<file path="config.mk">
export PLATFORM = sky130hd
export DESIGN_NAME = led_fault_ctrl
export DESIGN_NICKNAME = d
export VERILOG_FILES = /design/src/led_fault_pkg.sv /design/src/led_fault_ctrl.sv /design/src/status_bit.sv
export SDC_FILE = /design/constraint.sdc
export NUM_CORES = 1
export LEC_CHECK = 0
export BUFFER_PORTS_ARGS = -buffer_cell sky130_fd_sc_hd__buf_2
export CAP_MARGIN = 10
export CORE_MARGIN = 8
export CORE_UTILIZATION = 28
export DETAILED_ROUTE_END_ITERATION = 7
export PLACE_DENSITY = 0.54
export SKIP_CTS_REPAIR_TIMING = 1
export SYNTH_ARGS = -nofsm -noshare
export SYNTH_HDL_FRONTEND = slang
export SYNTH_SLANG_ARGS = --single-unit
</file>
<file path="constraint.sdc">
create_clock -name clk_sys -period 3.4 [get_ports clk_sys]
set_input_delay 0.68 -clock clk_sys [delete_from_list [all_inputs] [get_ports clk_sys]]
set_output_delay 0.68 -clock clk_sys [all_outputs]
set_load 0.05 [all_outputs]
</file>
<file path="src/led_fault_pkg.sv">
package led_fault_pkg;
	// ==========================================================
	// Sizes
	localparam int NUM_CH = 24;
	localparam int NUM_LINES = 8;
	localparam int CODE_W = 8;
	localparam int REG_W = 16;
	localparam int ADDR_W = 9;

	// ==========================================================
	// Register addresses
	localparam logic [8:0] ADDR_SOFT_START = 9'h000;
	localparam logic [8:0] ADDR_ERROR_MASK = 9'h003;
	localparam logic [8:0] ADDR_PRECHARGE = 9'h005;
	localparam logic [8:0] ADDR_SHORT_THR = 9'h006;
	localparam logic [8:0] ADDR_FB_REF = 9'h007;
	localparam logic [8:0] ADDR_OPEN_STAT_LO = 9'h010;
	localparam logic [8:0] ADDR_OPEN_STAT_HI = 9'h011;
	localparam logic [8:0] ADDR_SHORT_STAT_LO = 9'h012;
	localparam logic [8:0] ADDR_SHORT_STAT_HI = 9'h013;
	localparam logic [8:0] ADDR_FB_CODE = 9'h014;

	// ==========================================================
	// Field positions and reset values
	localparam int SS_TIME_LSB = 0;
	localparam int REF_SEL_LSB = 0;
	localparam int THR_SEL_LSB = 0;
	localparam int THR_EXT_BIT = 2;
	localparam int OVP_LSB = 4;
	localparam logic [15:0] SOFT_START_RST = 16'h0000;
	localparam logic [15:0] CTRL_RST = 16'h0000;
	localparam logic [7:0] CODE_ZERO = 8'h00;
	localparam logic [7:0] CODE_FULL = 8'hFF;
	localparam logic [7:0] CODE_STEP = 8'h01;
	// Soft start: frames per code step = 1 << soft_start_time
	localparam logic [7:0] SS_ONE = 8'h01;
endpackage

</file>
<file path="src/led_fault_ctrl.sv">
// Contract
// Open/short during a high dim pulse pulls fault low and updates status.
// Fault state sets and clears on its own, only while pulse is high.
// With the pulse low, the fault state holds.
// Sink current rises when lowest channel is below reference; code falls only when above reference, holds when equal.
// Sink current is an 8-bit code, 0.78 uA a step, 200 uA full.
// Code updates once per frame, when the first line gate turns on.
// Boot soft start, duration from 3-bit field at address 0x000.
// Reference select: 0..3 give four levels, 4 to 7 the highest.
// Short threshold from 2-bit field, or the pin when external flag set.
// Supply over-voltage threshold chosen by a 2-bit field.
// Frame sync stays between 50 Hz and the line-count maximum.
// Each frame sync pulse lasts at least 50 us.
// Dim pulses are programmed no shorter than 0.6 us.
// Every one of 24 channels has its own dim pulse.
// Line gates turn on in order, first to eighth, each frame.
// Code steps by one per update, saturating at both ends.
module led_fault_ctrl
	import led_fault_pkg::*;
(
	input wire logic clk_sys,
	input wire logic rst,
	input wire logic reg_wr,
	input wire logic reg_rd,
	input wire logic [8:0] reg_addr,
	input wire logic [15:0] reg_wdata,
	output logic [15:0] reg_rdata,
	input wire logic [23:0] channel_dim_pulse,
	input wire logic [23:0] open_detect,
	input wire logic [23:0] short_detect,
	input wire logic [7:0] line_gate,
	input wire logic fb_below_ref,
	input wire logic fb_above_ref,
	output logic fault_out_n,
	output logic [7:0] fb_sink_code,
	output logic [2:0] fb_ref_select,
	output logic [1:0] short_thr_select,
	output logic short_thr_external,
	output logic [1:0] switch_supply_ovp_select,
	output logic [15:0] error_mask_ctrl,
	output logic [15:0] precharge_enable_ctrl,
	output logic soft_start_active
);
	// ==========================================================
	// Register storage
	logic [15:0] soft_start_ctrl;
	logic [15:0] short_threshold_ctrl;
	logic [15:0] fb_ref_ctrl;
	logic [23:0] open_flag;
	logic [23:0] short_flag;
	logic gate1_d;
	logic [7:0] ss_count;
	logic [7:0] ss_target;
	logic ss_running;

	// Per-channel open and short flags, gated by each dim pulse
	genvar gi;
	generate
		for (gi = 0; gi < NUM_CH; gi++) begin : g_ch
			status_bit u_open (
				.clk_sys(clk_sys),
				.rst(rst),
				.dim_pulse(channel_dim_pulse[gi]),
				.detect(open_detect[gi]),
				.flag(open_flag[gi])
			);
			status_bit u_short (
				.clk_sys(clk_sys),
				.rst(rst),
				.dim_pulse(channel_dim_pulse[gi]),
				.detect(short_detect[gi]),
				.flag(short_flag[gi])
			);
		end
	endgenerate

	// ==========================================================
	// Decode
	wire wr_ss = reg_wr && (reg_addr == ADDR_SOFT_START);
	wire wr_mask = reg_wr && (reg_addr == ADDR_ERROR_MASK);
	wire wr_prc = reg_wr && (reg_addr == ADDR_PRECHARGE);
	wire wr_sh = reg_wr && (reg_addr == ADDR_SHORT_THR);
	wire wr_ref = reg_wr && (reg_addr == ADDR_FB_REF);
	wire [2:0] soft_start_time = soft_start_ctrl[SS_TIME_LSB +: 3];
	// Masked channels never reach the fault pin
	wire [23:0] unmask = ~{8'h00, error_mask_ctrl};
	wire any_fault = |((open_flag | short_flag) & unmask);
	// First gate rising marks the frame update instant
	wire frame_tick = line_gate[0] && !gate1_d;
	// Count stops one short of the target so a step lands every 2^n
	// frames; a smaller time written mid soft start cannot overshoot
	wire [7:0] ss_last = ss_target - SS_ONE;
	wire ss_hold = ss_running && (ss_count < ss_last);
	wire code_up = fb_below_ref && (fb_sink_code != CODE_FULL);
	wire code_dn = fb_above_ref && !fb_below_ref &&
		(fb_sink_code != CODE_ZERO);
	wire [7:0] next_ss_target = SS_ONE << soft_start_time;

	// Read mux; unmapped addresses read zero
	logic [15:0] rd_mux;
	always_comb begin
		unique case (reg_addr)
			ADDR_SOFT_START: rd_mux = soft_start_ctrl;
			ADDR_ERROR_MASK: rd_mux = error_mask_ctrl;
			ADDR_PRECHARGE: rd_mux = precharge_enable_ctrl;
			ADDR_SHORT_THR: rd_mux = short_threshold_ctrl;
			ADDR_FB_REF: rd_mux = fb_ref_ctrl;
			ADDR_OPEN_STAT_LO: rd_mux = open_flag[15:0];
			ADDR_OPEN_STAT_HI: rd_mux = {8'h00, open_flag[23:16]};
			ADDR_SHORT_STAT_LO: rd_mux = short_flag[15:0];
			ADDR_SHORT_STAT_HI: rd_mux = {8'h00, short_flag[23:16]};
			ADDR_FB_CODE: rd_mux = {8'h00, fb_sink_code};
			default: rd_mux = 16'h0000;
		endcase
	end

	// ==========================================================
	// Control registers
	always_ff @(posedge clk_sys) begin
		if (rst) begin
			soft_start_ctrl <= SOFT_START_RST;
			error_mask_ctrl <= CTRL_RST;
			precharge_enable_ctrl <= CTRL_RST;
			short_threshold_ctrl <= CTRL_RST;
			fb_ref_ctrl <= CTRL_RST;
			reg_rdata <= 16'h0000;
		end else begin
			if (wr_ss) soft_start_ctrl <= reg_wdata;
			if (wr_mask) error_mask_ctrl <= reg_wdata;
			if (wr_prc) precharge_enable_ctrl <= reg_wdata;
			if (wr_sh) short_threshold_ctrl <= reg_wdata;
			if (wr_ref) fb_ref_ctrl <= reg_wdata;
			if (reg_rd) reg_rdata <= rd_mux;
		end
	end

	// Threshold, reference and over-voltage selects and the fault pin, registered for clean outputs
	always_ff @(posedge clk_sys) begin
		if (rst) begin
			fb_ref_select <= 3'h0;
			short_thr_select <= 2'h0;
			short_thr_external <= 1'b0;
			switch_supply_ovp_select <= 2'h0;
			fault_out_n <= 1'b1;
		end else begin
			fb_ref_select <= fb_ref_ctrl[REF_SEL_LSB +: 3];
			short_thr_select <= short_threshold_ctrl[THR_SEL_LSB +: 2];
			short_thr_external <= short_threshold_ctrl[THR_EXT_BIT];
			switch_supply_ovp_select <=
				short_threshold_ctrl[OVP_LSB +: 2];
			fault_out_n <= !any_fault;
		end
	end

	// ==========================================================
	// Feedback code: one step per frame, slowed during soft start
	always_ff @(posedge clk_sys) begin
		if (rst) begin
			gate1_d <= 1'b0;
			fb_sink_code <= CODE_ZERO;
			ss_running <= 1'b1;
			ss_count <= 8'h00;
			ss_target <= SS_ONE;
			soft_start_active <= 1'b1;
		end else begin
			gate1_d <= line_gate[0];
			ss_target <= next_ss_target;
			soft_start_active <= ss_running;
			if (frame_tick) begin
				if (ss_hold) begin
					ss_count <= ss_count + 8'h01;
				end else begin
					ss_count <= 8'h00;
					if (code_up) begin
						fb_sink_code <= fb_sink_code + CODE_STEP;
					end else if (code_dn) begin
						fb_sink_code <= fb_sink_code - CODE_STEP;
					end
					// Soft start ends once the code first needs no raise
					if (ss_running && !fb_below_ref) ss_running <= 1'b0;
				end
			end
		end
	end

	// ==========================================================
	// Checks
	// Channel 20 watches the short path, in the upper status word
	localparam int WATCH_CH = 20;

	// Open on channel 0 pulls the pin low two edges later
	fault_follows_a: assert property (
		@(posedge clk_sys) disable iff (rst)
		(channel_dim_pulse[0] && open_detect[0] && !error_mask_ctrl[0])
		|=> ##1 !fault_out_n)
		else $error("fault pin not low after open on channel 0");
	// Any unmasked flag drives the pin low, none lets it go high
	fault_set_a: assert property (
		@(posedge clk_sys) disable iff (rst)
		any_fault |=> !fault_out_n)
		else $error("fault pin high with an unmasked flag");
	fault_clear_a: assert property (
		@(posedge clk_sys) disable iff (rst)
		!any_fault |=> fault_out_n)
		else $error("fault pin low with no unmasked flag");

	// Flags hold with the pulse low and follow the detector when high
	flag_holds_a: assert property (
		@(posedge clk_sys) disable iff (rst)
		!channel_dim_pulse[0] |=> $stable(open_flag[0]))
		else $error("channel 0 flag changed with pulse low");
	flag_clears_a: assert property (
		@(posedge clk_sys) disable iff (rst)
		(channel_dim_pulse[0] && !open_detect[0]) |=> !open_flag[0])
		else $error("channel 0 flag not cleared during pulse");
	short_sets_a: assert property (
		@(posedge clk_sys) disable iff (rst)
		(channel_dim_pulse[WATCH_CH] && short_detect[WATCH_CH])
		|=> short_flag[WATCH_CH])
		else $error("short flag not set during pulse");
	short_holds_a: assert property (
		@(posedge clk_sys) disable iff (rst)
		!channel_dim_pulse[WATCH_CH] |=> $stable(short_flag[WATCH_CH]))
		else $error("short flag changed with pulse low");
	short_clears_a: assert property (
		@(posedge clk_sys) disable iff (rst)
		(channel_dim_pulse[WATCH_CH] && !short_detect[WATCH_CH])
		|=> !short_flag[WATCH_CH])
		else $error("short flag not cleared during pulse");

	// Code moves only at the frame instant, one step at a time
	code_frame_a: assert property (
		@(posedge clk_sys) disable iff (rst)
		!frame_tick |=> $stable(fb_sink_code))
		else $error("code moved outside frame instant");
	code_step_a: assert property (
		@(posedge clk_sys) disable iff (rst)
		(frame_tick && !ss_hold && fb_below_ref &&
		fb_sink_code != CODE_FULL)
		|=> fb_sink_code == $past(fb_sink_code) + CODE_STEP)
		else $error("code did not step up");
	code_down_a: assert property (
		@(posedge clk_sys) disable iff (rst)
		(frame_tick && !ss_hold && fb_above_ref && !fb_below_ref &&
		fb_sink_code != CODE_ZERO)
		|=> fb_sink_code == $past(fb_sink_code) - CODE_STEP)
		else $error("code did not step down");
	code_sat_a: assert property (
		@(posedge clk_sys) disable iff (rst)
		(fb_sink_code == CODE_FULL && !fb_above_ref)
		|=> fb_sink_code == CODE_FULL)
		else $error("code wrapped past full scale");
	code_floor_a: assert property (
		@(posedge clk_sys) disable iff (rst)
		(fb_sink_code == CODE_ZERO && !fb_below_ref)
		|=> fb_sink_code == CODE_ZERO)
		else $error("code wrapped below zero");

	// Soft start skips steps, ends at the first unskipped frame with no raise
	ss_divide_a: assert property (
		@(posedge clk_sys) disable iff (rst)
		(frame_tick && ss_hold) |=> $stable(fb_sink_code))
		else $error("code stepped on a skipped soft start frame");
	ss_end_a: assert property (
		@(posedge clk_sys) disable iff (rst)
		(frame_tick && !ss_hold && !fb_below_ref) |=> !ss_running)
		else $error("soft start did not end");
	ss_once_a: assert property (
		@(posedge clk_sys) disable iff (rst)
		!ss_running |=> !ss_running)
		else $error("soft start restarted outside reset");
	ssa_follow_a: assert property (
		@(posedge clk_sys) disable iff (rst)
		soft_start_active == $past(ss_running))
		else $error("soft start flag out of step");

	// Selects reach their outputs two edges after the write
	ref_sel_a: assert property (
		@(posedge clk_sys) disable iff (rst)
		wr_ref |=> ##1 fb_ref_select == $past(reg_wdata[2:0], 2))
		else $error("reference select not applied");
	thr_sel_a: assert property (
		@(posedge clk_sys) disable iff (rst)
		wr_sh |=> ##1 short_thr_select ==
		$past(reg_wdata[THR_SEL_LSB +: 2], 2))
		else $error("short threshold select not applied");
	thr_ext_a: assert property (
		@(posedge clk_sys) disable iff (rst)
		wr_sh |=> ##1 short_thr_external == $past(reg_wdata[2], 2))
		else $error("external threshold flag not applied");
	ovp_sel_a: assert property (
		@(posedge clk_sys) disable iff (rst)
		wr_sh |=> ##1 switch_supply_ovp_select ==
		$past(reg_wdata[OVP_LSB +: 2], 2))
		else $error("over-voltage select not applied");
endmodule // led_fault_ctrl

</file>
<file path="src/status_bit.sv">
module status_bit
	import led_fault_pkg::*;
(
	input wire logic clk_sys,
	input wire logic rst,
	input wire logic dim_pulse,
	input wire logic detect,
	output logic flag
);
	// ==========================================================
	// Flag follows detector only while the pulse is high
	always_ff @(posedge clk_sys) begin
		if (rst) begin
			flag <= 1'b0;
		end else if (dim_pulse) begin
			flag <= detect;
		end
	end
endmodule // status_bit

</file>
* Word level (Yosys, flattened, before mapping) *
Cells that the tools add are included.

storage, ports and cells
  register bits after elaboration = 180
  input port bits = 111
  output and inout bits = 66
  logic and storage cells = 109

operators by class
  add/sub/neg operators = 4
  order comparisons = 1
  equality and inequality tests = 10
  shift-type cells = 1
  multiplexer cells = 4
  bitwise operators = 4
  reduce and logical (&&, ||, !) cells = 20

operators by type and width
  operator               count
  $pmux W16 S10          1
  $eq A9 B5 Y1 const B   5
  $eq A9 B3 Y1 const B   3
  $and A24 B24 Y24       1
  $mux W8                3
  $not A16 Y24           1
  $or A24 B24 Y24        1
  $reduce_or A24 Y1      1
  $add A8 B1 Y8 const B  2
  $sub A8 B1 Y8 const B  2
  $logic_and A1 B1 Y1    11
  $eq A9 B2 Y1 const B   1
  $logic_not A9 Y1       1
  $lt A8 B8 Y1           1
  $ne A8 B8 Y1 const B   1
  $reduce_bool A8 Y1     1
  $shl A1 B3 Y8 const A  1
  $reduce_and A3 Y1      2
  $logic_not A1 Y1       3
  $reduce_bool A2 Y1     1
  $not A1 Y1             1

* Depth between registers and ports, before layout *
Gate-level depths: netlist of the first run.

  word-level depth = 5
  mapped depth = 11
  mapped depth without buffers = 11

* Hierarchy *
A second synthesis of the first run with hierarchy kept.

unflattened totals
  cells, all modules = 959
  area total of the unflattened synthesis = 8,257.9 um2

modules (own cells, without submodules)
  module          instances  cells each  area an instance (um2)  seq. area each (um2)
  led_fault_ctrl  1          815         6,636.4                 2,642.5
  status_bit      48         3           33.8                    20.0

* Worst setup path after synthesis of the first run *
OpenSTA, ideal clock, no wires.

  path kind = reg-to-reg
  from = reg fb_sink_code[0]
  to = reg fb_sink_code[6]
  library setup time = 0.070 ns
  arrival time = 2.583 ns
  required time = 3.330 ns
  slack = 0.746 ns
  stages on the path, launching flop included = 10
  buffers on the path = 0
  period minus slack after synthesis = 2.654 ns
  path through = dfxtp_1 > nand4_1 > o21a_1 > inv_1 > ha_1 > or3b_2 > a311o_1 > o311ai_0 > nand3_1 > a21oi_1

between the ends
  word-level cells in the longest chain between the ends = 4
  elaborated cells on any way between the ends = 10
  those cells by class = add/sub: 2; eq/ne: 1; mux: 2; reduce/logical: 5

ends and longest elaborated chain
  element                                                RTL line               source
  start, declared                                        led_fault_ctrl.sv:35   output logic [7:0] fb_sink_code,
  start signal, assigned                                 led_fault_ctrl.sv:175  fb_sink_code <= fb_sink_code + CODE_STEP;
  start signal, assigned                                 led_fault_ctrl.sv:177  fb_sink_code <= fb_sink_code - CODE_STEP;
  branches (longest 4 deep; another with $sub A8 B1 Y8)  -

Parallel ways; which one is timed is not known. The select of a mux whose other input is x is not followed.
A chain may end at the register's enable or synchronous reset.

* Final worst setup path of the first run *
  from = reg ss_target[5]
  to = reg fb_sink_code[0]

between the ends
  word-level cells in the longest chain between the ends = 5

ends and longest elaborated chain
  element                      RTL line               source
  start, declared              led_fault_ctrl.sv:53   logic [7:0] ss_target;
  start signal, assigned       led_fault_ctrl.sv:167  ss_target <= next_ss_target;
  $sub A8 B1 Y8                led_fault_ctrl.sv:92   wire [7:0] ss_last = ss_target - SS_ONE;
  $lt A8 B8 Y1                 led_fault_ctrl.sv:93   wire ss_hold = ss_running && (ss_count < ss_last);
  $logic_and A1 B1 Y1          led_fault_ctrl.sv:93
  $not A1 Y1 (no line)         -
  $reduce_and A3 Y1 (no line)  -

Every way passes these cells.

==> impl_metrics.csv, run 1 <==
group,metric,value,unit
cells_and_area,area_delta_synth_final,22.4,%
placement,routabilityCongestion,0.893,
clock_network,cts_sinks,180,
cells_and_area,final_cell_mix,"180 x dfxtp_1, 168 x buf_2, 123 x nor2_1, 100 x mux2i_1, 99 x nand2_1",
route,drc_errors,0,
route,ant_nets,0,
pwr,cellPowerDensity,452,mW/mm2
worst_setup_path,r2r_start,"ss_target[5]",
sta,setup_viol,0,
synth,synth-main-ff-cell,"dfxtp_1",
die,fp.dieW,189,um
synth,synth_area_per_cell,8.99,um2
worst_setup_path,timing.critical_path.required,3.76,ns
synth,yosysSeqAreaShare,43.0,%
synth,synthCells,931,
worst_setup_path,slowest_stage,"or4_1",
clock_network,cts_tree,"done",
route,drt_first_pass_iters,5,
placement,place_worst_setup_slack,0.618,ns
sta,fin_crit,2.79,ns
die,core-area,0.0296,mm2
worst_setup_path,arrival,3.14,ns
cells_and_area,final_common_cell,"dfxtp_1",
synth,syn_nets,1058,
cells_and_area,multi_input_comb_area,0.00451,mm2
route,drt-initial-drc-count,652,
synth,synth_top_area_share,43.0,%
synth,netlist_area,0.00837,mm2
min_path,min_path_type,"register to register",
synth,synth_edf_count,0,
pwr,peakVddDrop,0.321,mV
global_route,grt_pass1_vias,7518,
synth,yosysTopAreaCell,"dfxtp_1",
sta,skew,0.0103,ns
global_route,antenna_found_initial,4,
worst_setup_path,end_kind,"register",
global_route,grt_remaining_overflow,0,
route,wire_per_inst,19.6,um
pwr,p_leak,4.33,nW
flow_run,max-cap-violations,0,
worst_setup_path,reg2reg_setup_slack,0.61,ns
synth,ys_types,74,
worst_setup_path,rr_worst_depth,9,
die,ios,177,
cells_and_area,stdcell_area,0.0102,mm2
worst_setup_path,max_stage_delay,0.54,ns
worst_setup_path,critical_path_class,"register to register",
route,via_per_inst,5.10,
synth,ys_ff_latch,180,
cells_and_area,nets,1222,
worst_setup_path,path_cells,"or4_1 -> nor4_1 -> xnor2_1 -> ha_1 -> and4b_1 -> o21ai_0 -> o211a_1 -> or3_1 -> a21oi_1",
cells_and_area,seq_area,0.00360,mm2
placement,hpwlAfterDp,22300,um
sta,report.final.hold_viol_count,0,
sta,setup_ws,0.613,ns
pwr,power,0.00463,W
route,vias,7651,
global_route,grt_pass1_wl,44600,um
sta,maxSlewHeadroom,50.3,%
clock_network,insertion_delay,0.43,ns
cells_and_area,finish.utilization,34.7,%
min_path,hold-path-endpoint,"reg_rdata[11]",
clock_network,cts_buffers,17,
worst_setup_path,crit_path_start_kind,"register",
die,start_util,28.3,%
cells_and_area,drive_above_1_share,22.7,%
min_path,hold_depth,2,
sta,rsz0062_at_grt,"false",
clock_network,cts_root_buf,"clkbuf_16",
outcome,status,"completed",
cells_and_area,n_fill_cell,3108,
route,drt_wl_total,29400,um
die,dieArea,0.0357,mm2
global_route,grtUsageTotal,16.1,%
global_route,grt_max_degree,155,
clock_network,clk_transition_reported_paths,0.07,ns
die,die_h,189,um
placement,placed_area,0.00969,mm2
sta,setup_tns,0,ns
synth,yosysWarnings,0,
worst_setup_path,critical_path_peak_fanout,10,
sta,fin_crit_sh,82.0,%
sta,maxSlewViolCount,0,
sta,fmax,359,MHz
synth,synthArstFlopShare,0,%
clock_network,htree_levels,4,
synth,synth_area_leaders,"dfxtp_1 43%, mux2i_1 12%, nor2_1 5.5%",
placement,place.port_buffers,169,
sta,tightest_slew,0.746,ns
die,rows,63,
worst_setup_path,reg2reg_to,"fb_sink_code[0]",
min_path,hold_start,"reg_rdata[11]",
clock_network,clockBufferDepth,2,
-- cell type report --
type / count / share of cell area, %
timing repair buffer: 195 / 10.3
multi-input combinational: 692 / 44.0
antenna: 2 / 0.0488
clock inverter: 11 / 1.01
clock buffer: 20 / 4.36
sequential: 180 / 35.2
inverter: 9 / 0.330
tap: 390 / 4.76
-- per-layer routing --
metal  up-vias  share of wire, %  track usage [%]
li1       3694                 -                -
met1      3695                44             20.3
met2       219                49             27.2
met3        39               5.2             3.97
met4         4               1.6             3.88
met5         -             0.078                0
-- flip-flops by register name, indices dropped and copies added (netlist names) --
register	flops
short_threshold_ctrl	16
short_thr_external	1
g_ch.u_open.flag	24
precharge_enable_ctrl	16
fault_out_n	1
soft_start_ctrl	16
ss_target	8
short_thr_select	2
switch_supply_ovp_select	2
reg_rdata	16
fb_ref_select	3
ss_running	1
soft_start_active	1
error_mask_ctrl	16
g_ch.u_short.flag	24
fb_sink_code	8
fb_ref_ctrl	16
gate1_d	1
ss_count	8
-- cell usage after synthesis (5+ instances only) --
| cell type | n |
|---|---|
| mux2i_1 | 100 |
| or3_1 | 5 |
| nand2b_1 | 11 |
| xnor2_1 | 9 |
| buf_2 | 13 |
| a21oi_1 | 67 |
| o2bb2ai_1 | 13 |
| nand2_1 | 99 |
| a22o_1 | 6 |
| xor2_1 | 7 |
| ha_1 | 15 |
| nor3_1 | 8 |
| dfxtp_1 | 180 |
| nor2_1 | 123 |
| clkbuf_1 | 31 |
| nor4_1 | 8 |
| a22oi_1 | 21 |
| o21ai_0 | 12 |
| nor2b_1 | 13 |
| o22ai_1 | 15 |
| mux2_2 | 11 |
| inv_1 | 9 |
| nand3_1 | 46 |
| nand4_1 | 7 |
| o21ai_1 | 8 |
| and3_1 | 6 |
-- critical path, delay by kind of cell, from the launching register on --
kind                       cells  cell delay [ns]
adders and majority gates      1             0.29
and+or+nand+nor                4             1.37
xor gates and xnor gates       1             0.12
AOI/OAI and AO/OA              3             0.61
DFF                            1             0.32
-- power by group --
part,total [W],leakage (nW),internal (W),switching (W)
logic,0.000516,2.60,0.000197,0.000319
registers,0.00222,1.46,0.00216,0.0000593
clock network,0.00190,0.267,0.00103,0.000868
total,0.00463,4.33,0.00338,0.00125
-- worst max path at each step --
stage | startpoint | to | slack (ns) | cells after the start
final | ss_target[5] | fb_sink_code[0] | 0.61 | 9
after global routing | ss_target[5] | fb_sink_code[0] | 0.40 | 9
after CTS | ss_target[5] | fb_sink_code[0] | 0.62 | 9
after detailed placement | reg_addr[5] | reg_rdata[10] | 0.62 | 7
after global placement | reg_addr[5] | reg_rdata[10] | 0.61 | 7
after floorplan | fb_sink_code[0] | fb_sink_code[6] | 0.75 | 9
-- cell families after synthesis --
family                     Yosys count  share of synthesized area, %
AOI/OAI and AO/OA                  192                          15.4
xor gates and xnor gates            16                          1.67
muxes                              113                          14.0
adders and majority gates           16                          2.48
and+or+nand+nor                    355                          20.4
buffers and inverters               59                          3.06
DFF                                180                          43.0
-- metrics by stage --
| step | cells | hold slack [ns] |
|---|---|---|
| after floorplan | 931 | 0.434 |
| after global placement | 1466 | 0.438 |
| after detailed placement | 1466 | 0.442 |
| after CTS | 1497 | 0.453 |
| after global routing | 1497 | 0.475 |
| final | 1499 | 0.451 |
No activity file was read; power rests on OpenSTA's default activity.
==> inputs of run 2 (changes only) <==
- PLACE_DENSITY: 0.54 -> 0.55
- clock period: 3.4 -> 2.4 ns (I/O delays scaled with it)
==> run 2 against run 1 <==
The flow now finishes with violations (setup timing). Routed wire length is 0.86% higher. Maximum frequency is 10% higher. Total power is 45% higher. Flip-flop and latch count stayed put. Combinational power is 59% higher. Cell count is 2.8% higher. Critical path depth stayed put. Clock skew hardly changed. Worst hold slack worse by 0.17 ns. Cell area is 3.8% higher. Utilization is 1.3 points higher. Clock power is 47% higher. Highest routed layer unchanged.
==> impl_metrics.csv, run 2 (synthesized netlist as in run 1, its figures left out) <==
group,metric,value,unit
sta,fin_crit_sh,105,%
sta,report.final.hold_viol_count,0,
sta,tightest_slew,0.663,ns
cells_and_area,stdcell_count,1541,
worst_setup_path,path_cells,"or4_4 -> nor4_4 -> xnor2_1 -> ha_1 -> and4b_1 -> o21ai_2 -> o211a_1 -> or3_1 -> a21oi_2",
die,rows,63,
worst_setup_path,timing.critical_path.required,2.76,ns
global_route,grtUsageTotal,16.4,%
worst_setup_path,crit_start,"ss_target[5]",
route,drt_first_pass_iters,6,
die,core-area,0.0296,mm2
die,ios,177,
placement,place.port_buffers,169,
clock_network,cts_buffers,17,
placement,routabilityCongestion,0.873,
cells_and_area,multi_input_comb_area,0.00454,mm2
worst_setup_path,reg2reg_to,"fb_sink_code[0]",
route,vias,7690,
cells_and_area,final_cell_mix,"172 x dfxtp_1, 168 x buf_2, 123 x nor2_1, 100 x mux2i_1, 99 x nand2_1",
placement,hpwlAfterDp,23000,um
outcome,violations,"setup timing",
worst_setup_path,end_kind,"register",
clock_network,htree_levels,4,
global_route,grt_max_degree,122,
pwr,peakVddDrop,0.471,mV
global_route,grt_remaining_overflow,0,
sta,fin_crit,2.53,ns
route,drt_wl_total,29600,um
worst_setup_path,critical_path_class,"register to register",
clock_network,clockBufferDepth,2,
die,start_util,28.3,%
outcome,status,"finished with violations",
worst_setup_path,reg2reg_setup_slack,-0.13,ns
clock_network,cts_root_buf,"clkbuf_16",
worst_setup_path,crit_path_start_kind,"register",
sta,maxSlewViolCount,0,
pwr,cellPowerDensity,632,mW/mm2
route,wire_per_inst,19.2,um
sta,setup_viol,17,
cells_and_area,drive_above_1_share,26.8,%
cells_and_area,final_common_cell,"dfxtp_1",
sta,whs,0.281,ns
clock_network,cts_tree,"done",
clock_network,clk_transition_reported_paths,0.08,ns
sta,skew,0.00981,ns
worst_setup_path,crit_cells,9,
global_route,grt_pass1_vias,7720,
global_route,antenna_found_initial,6,
sta,maxSlewHeadroom,55.7,%
worst_setup_path,arrival,2.89,ns
clock_network,insertion_delay,0.43,ns
worst_setup_path,cp_top_family,"simple AND/OR/NAND/NOR gates",
route,ant_nets,0,
cells_and_area,area_delta_synth_final,27.1,%
min_path,hold_depth,3,
sta,setup_ws,-0.128,ns
sta,setup_tns,-0.780,ns
pwr,power,0.00672,W
min_path,hold_start,"open_detect[14]",
die,dieArea,0.0357,mm2
route,drc_errors,0,
route,via_per_inst,4.99,
die,die_h,189,um
worst_setup_path,max_stage_delay,0.55,ns
worst_setup_path,path_buf_inv,0,
clock_network,cts_sinks,180,
sta,fmax,396,MHz
worst_setup_path,r2r_start,"ss_target[5]",
cells_and_area,n_fill_cell,3108,
sta,rsz0062_at_grt,"true",
die,fp.dieW,189,um
route,drt-initial-drc-count,551,
cells_and_area,seq_area,0.00361,mm2
worst_setup_path,critical_path_peak_fanout,3,
cells_and_area,nets,1263,
flow_run,max-cap-violations,0,
global_route,grt_pass1_wl,45700,um
worst_setup_path,rr_worst_depth,9,
cells_and_area,top_regs,"g_ch.u_open.flag (24), g_ch.u_short.flag (24)",
worst_setup_path,slowest_stage,"or4_4",
pwr,p_leak,4.56,nW
placement,place_inst,1507,
min_path,min_path_type,"primary input to register",
min_path,hold-path-endpoint,"g_ch[14].u_open.flag",
run 2: cell types whose count changed in the layout (fill, tap and decap cells not counted), moves of 2 or more:
cell | before | now
buf_4 | 26 | 66
clkbuf_1 | 2 | 0
clkinv_2 | 3 | 1
clkinv_8 | 0 | 2
dfxtp_1 | 180 | 172
dfxtp_2 | 0 | 8
inv_8 | 0 | 4
o21ai_0 | 12 | 4
o21ai_1 | 8 | 14
o21ai_2 | 0 | 2
run 2: metal layers:
layer,up-vias,GRT usage (%),routed length (um)
met2,228,28.1,14700
met4,8,4.03,422
li1,3768,-,-
met3,28,3.31,1580
met5,-,0,48
met1,3658,20.7,12900
run 2: per-stage QoR:
step | instance area, um2 | utilization, % | worst slack [ns]
after floorplan | 8400 | - | -0.101
after global placement | 10000 | 34.0 | -0.0475
after detailed placement | 10000 | 34.0 | -0.0817
after CTS | 10600 | 35.9 | -0.143
after global routing | 10600 | 36.0 | -0.270
final | 10600 | 36.0 | -0.128
run 2: layout make-up:
cell class	count	share of cell area (%)
multi-input cells	692	42.7
flip-flops and latches	180	34.0
repair buffers	236	12.9
well taps	390	4.59
clock buffers	18	4.13
clock inverters	14	1.32
inverters	9	0.318
diodes	2	0.0470
run 2: how the worst max path moves through the flow:
stage | endpoint | slack (ns)
5_1_grt | fb_sink_code[0] | -0.27
2_1_floorplan | fb_sink_code[7] | -0.10
3_5_place_dp | fb_sink_code[0] | -0.08
3_3_place_gp | fb_sink_code[0] | -0.05
4_1_cts | fb_sink_code[0] | -0.14
6_report | fb_sink_code[0] | -0.13
run 2: report_power, final:
part / switching (W) / leakage [nW] / internal (W) / total, W
registers: 0.0000569 / 1.46 / 0.00306 / 0.00311
logic: 0.000494 / 2.81 / 0.000327 / 0.000821
clock network: 0.00138 / 0.276 / 0.00141 / 0.00279
total: 0.00193 / 4.56 / 0.00479 / 0.00672
run 2: worst register-to-register path, delay by kind of cell, from the launching register on:
| kind | cells | cell delay, ns |
|---|---|---|
| XOR/XNOR | 1 | 0.10 |
| AND/OR/NAND/NOR | 4 | 1.31 |
| AO/OA/AOI/OAI | 3 | 0.45 |
| adder cells (fa/ha/maj) | 1 | 0.29 |
| flip-flops | 1 | 0.31 |
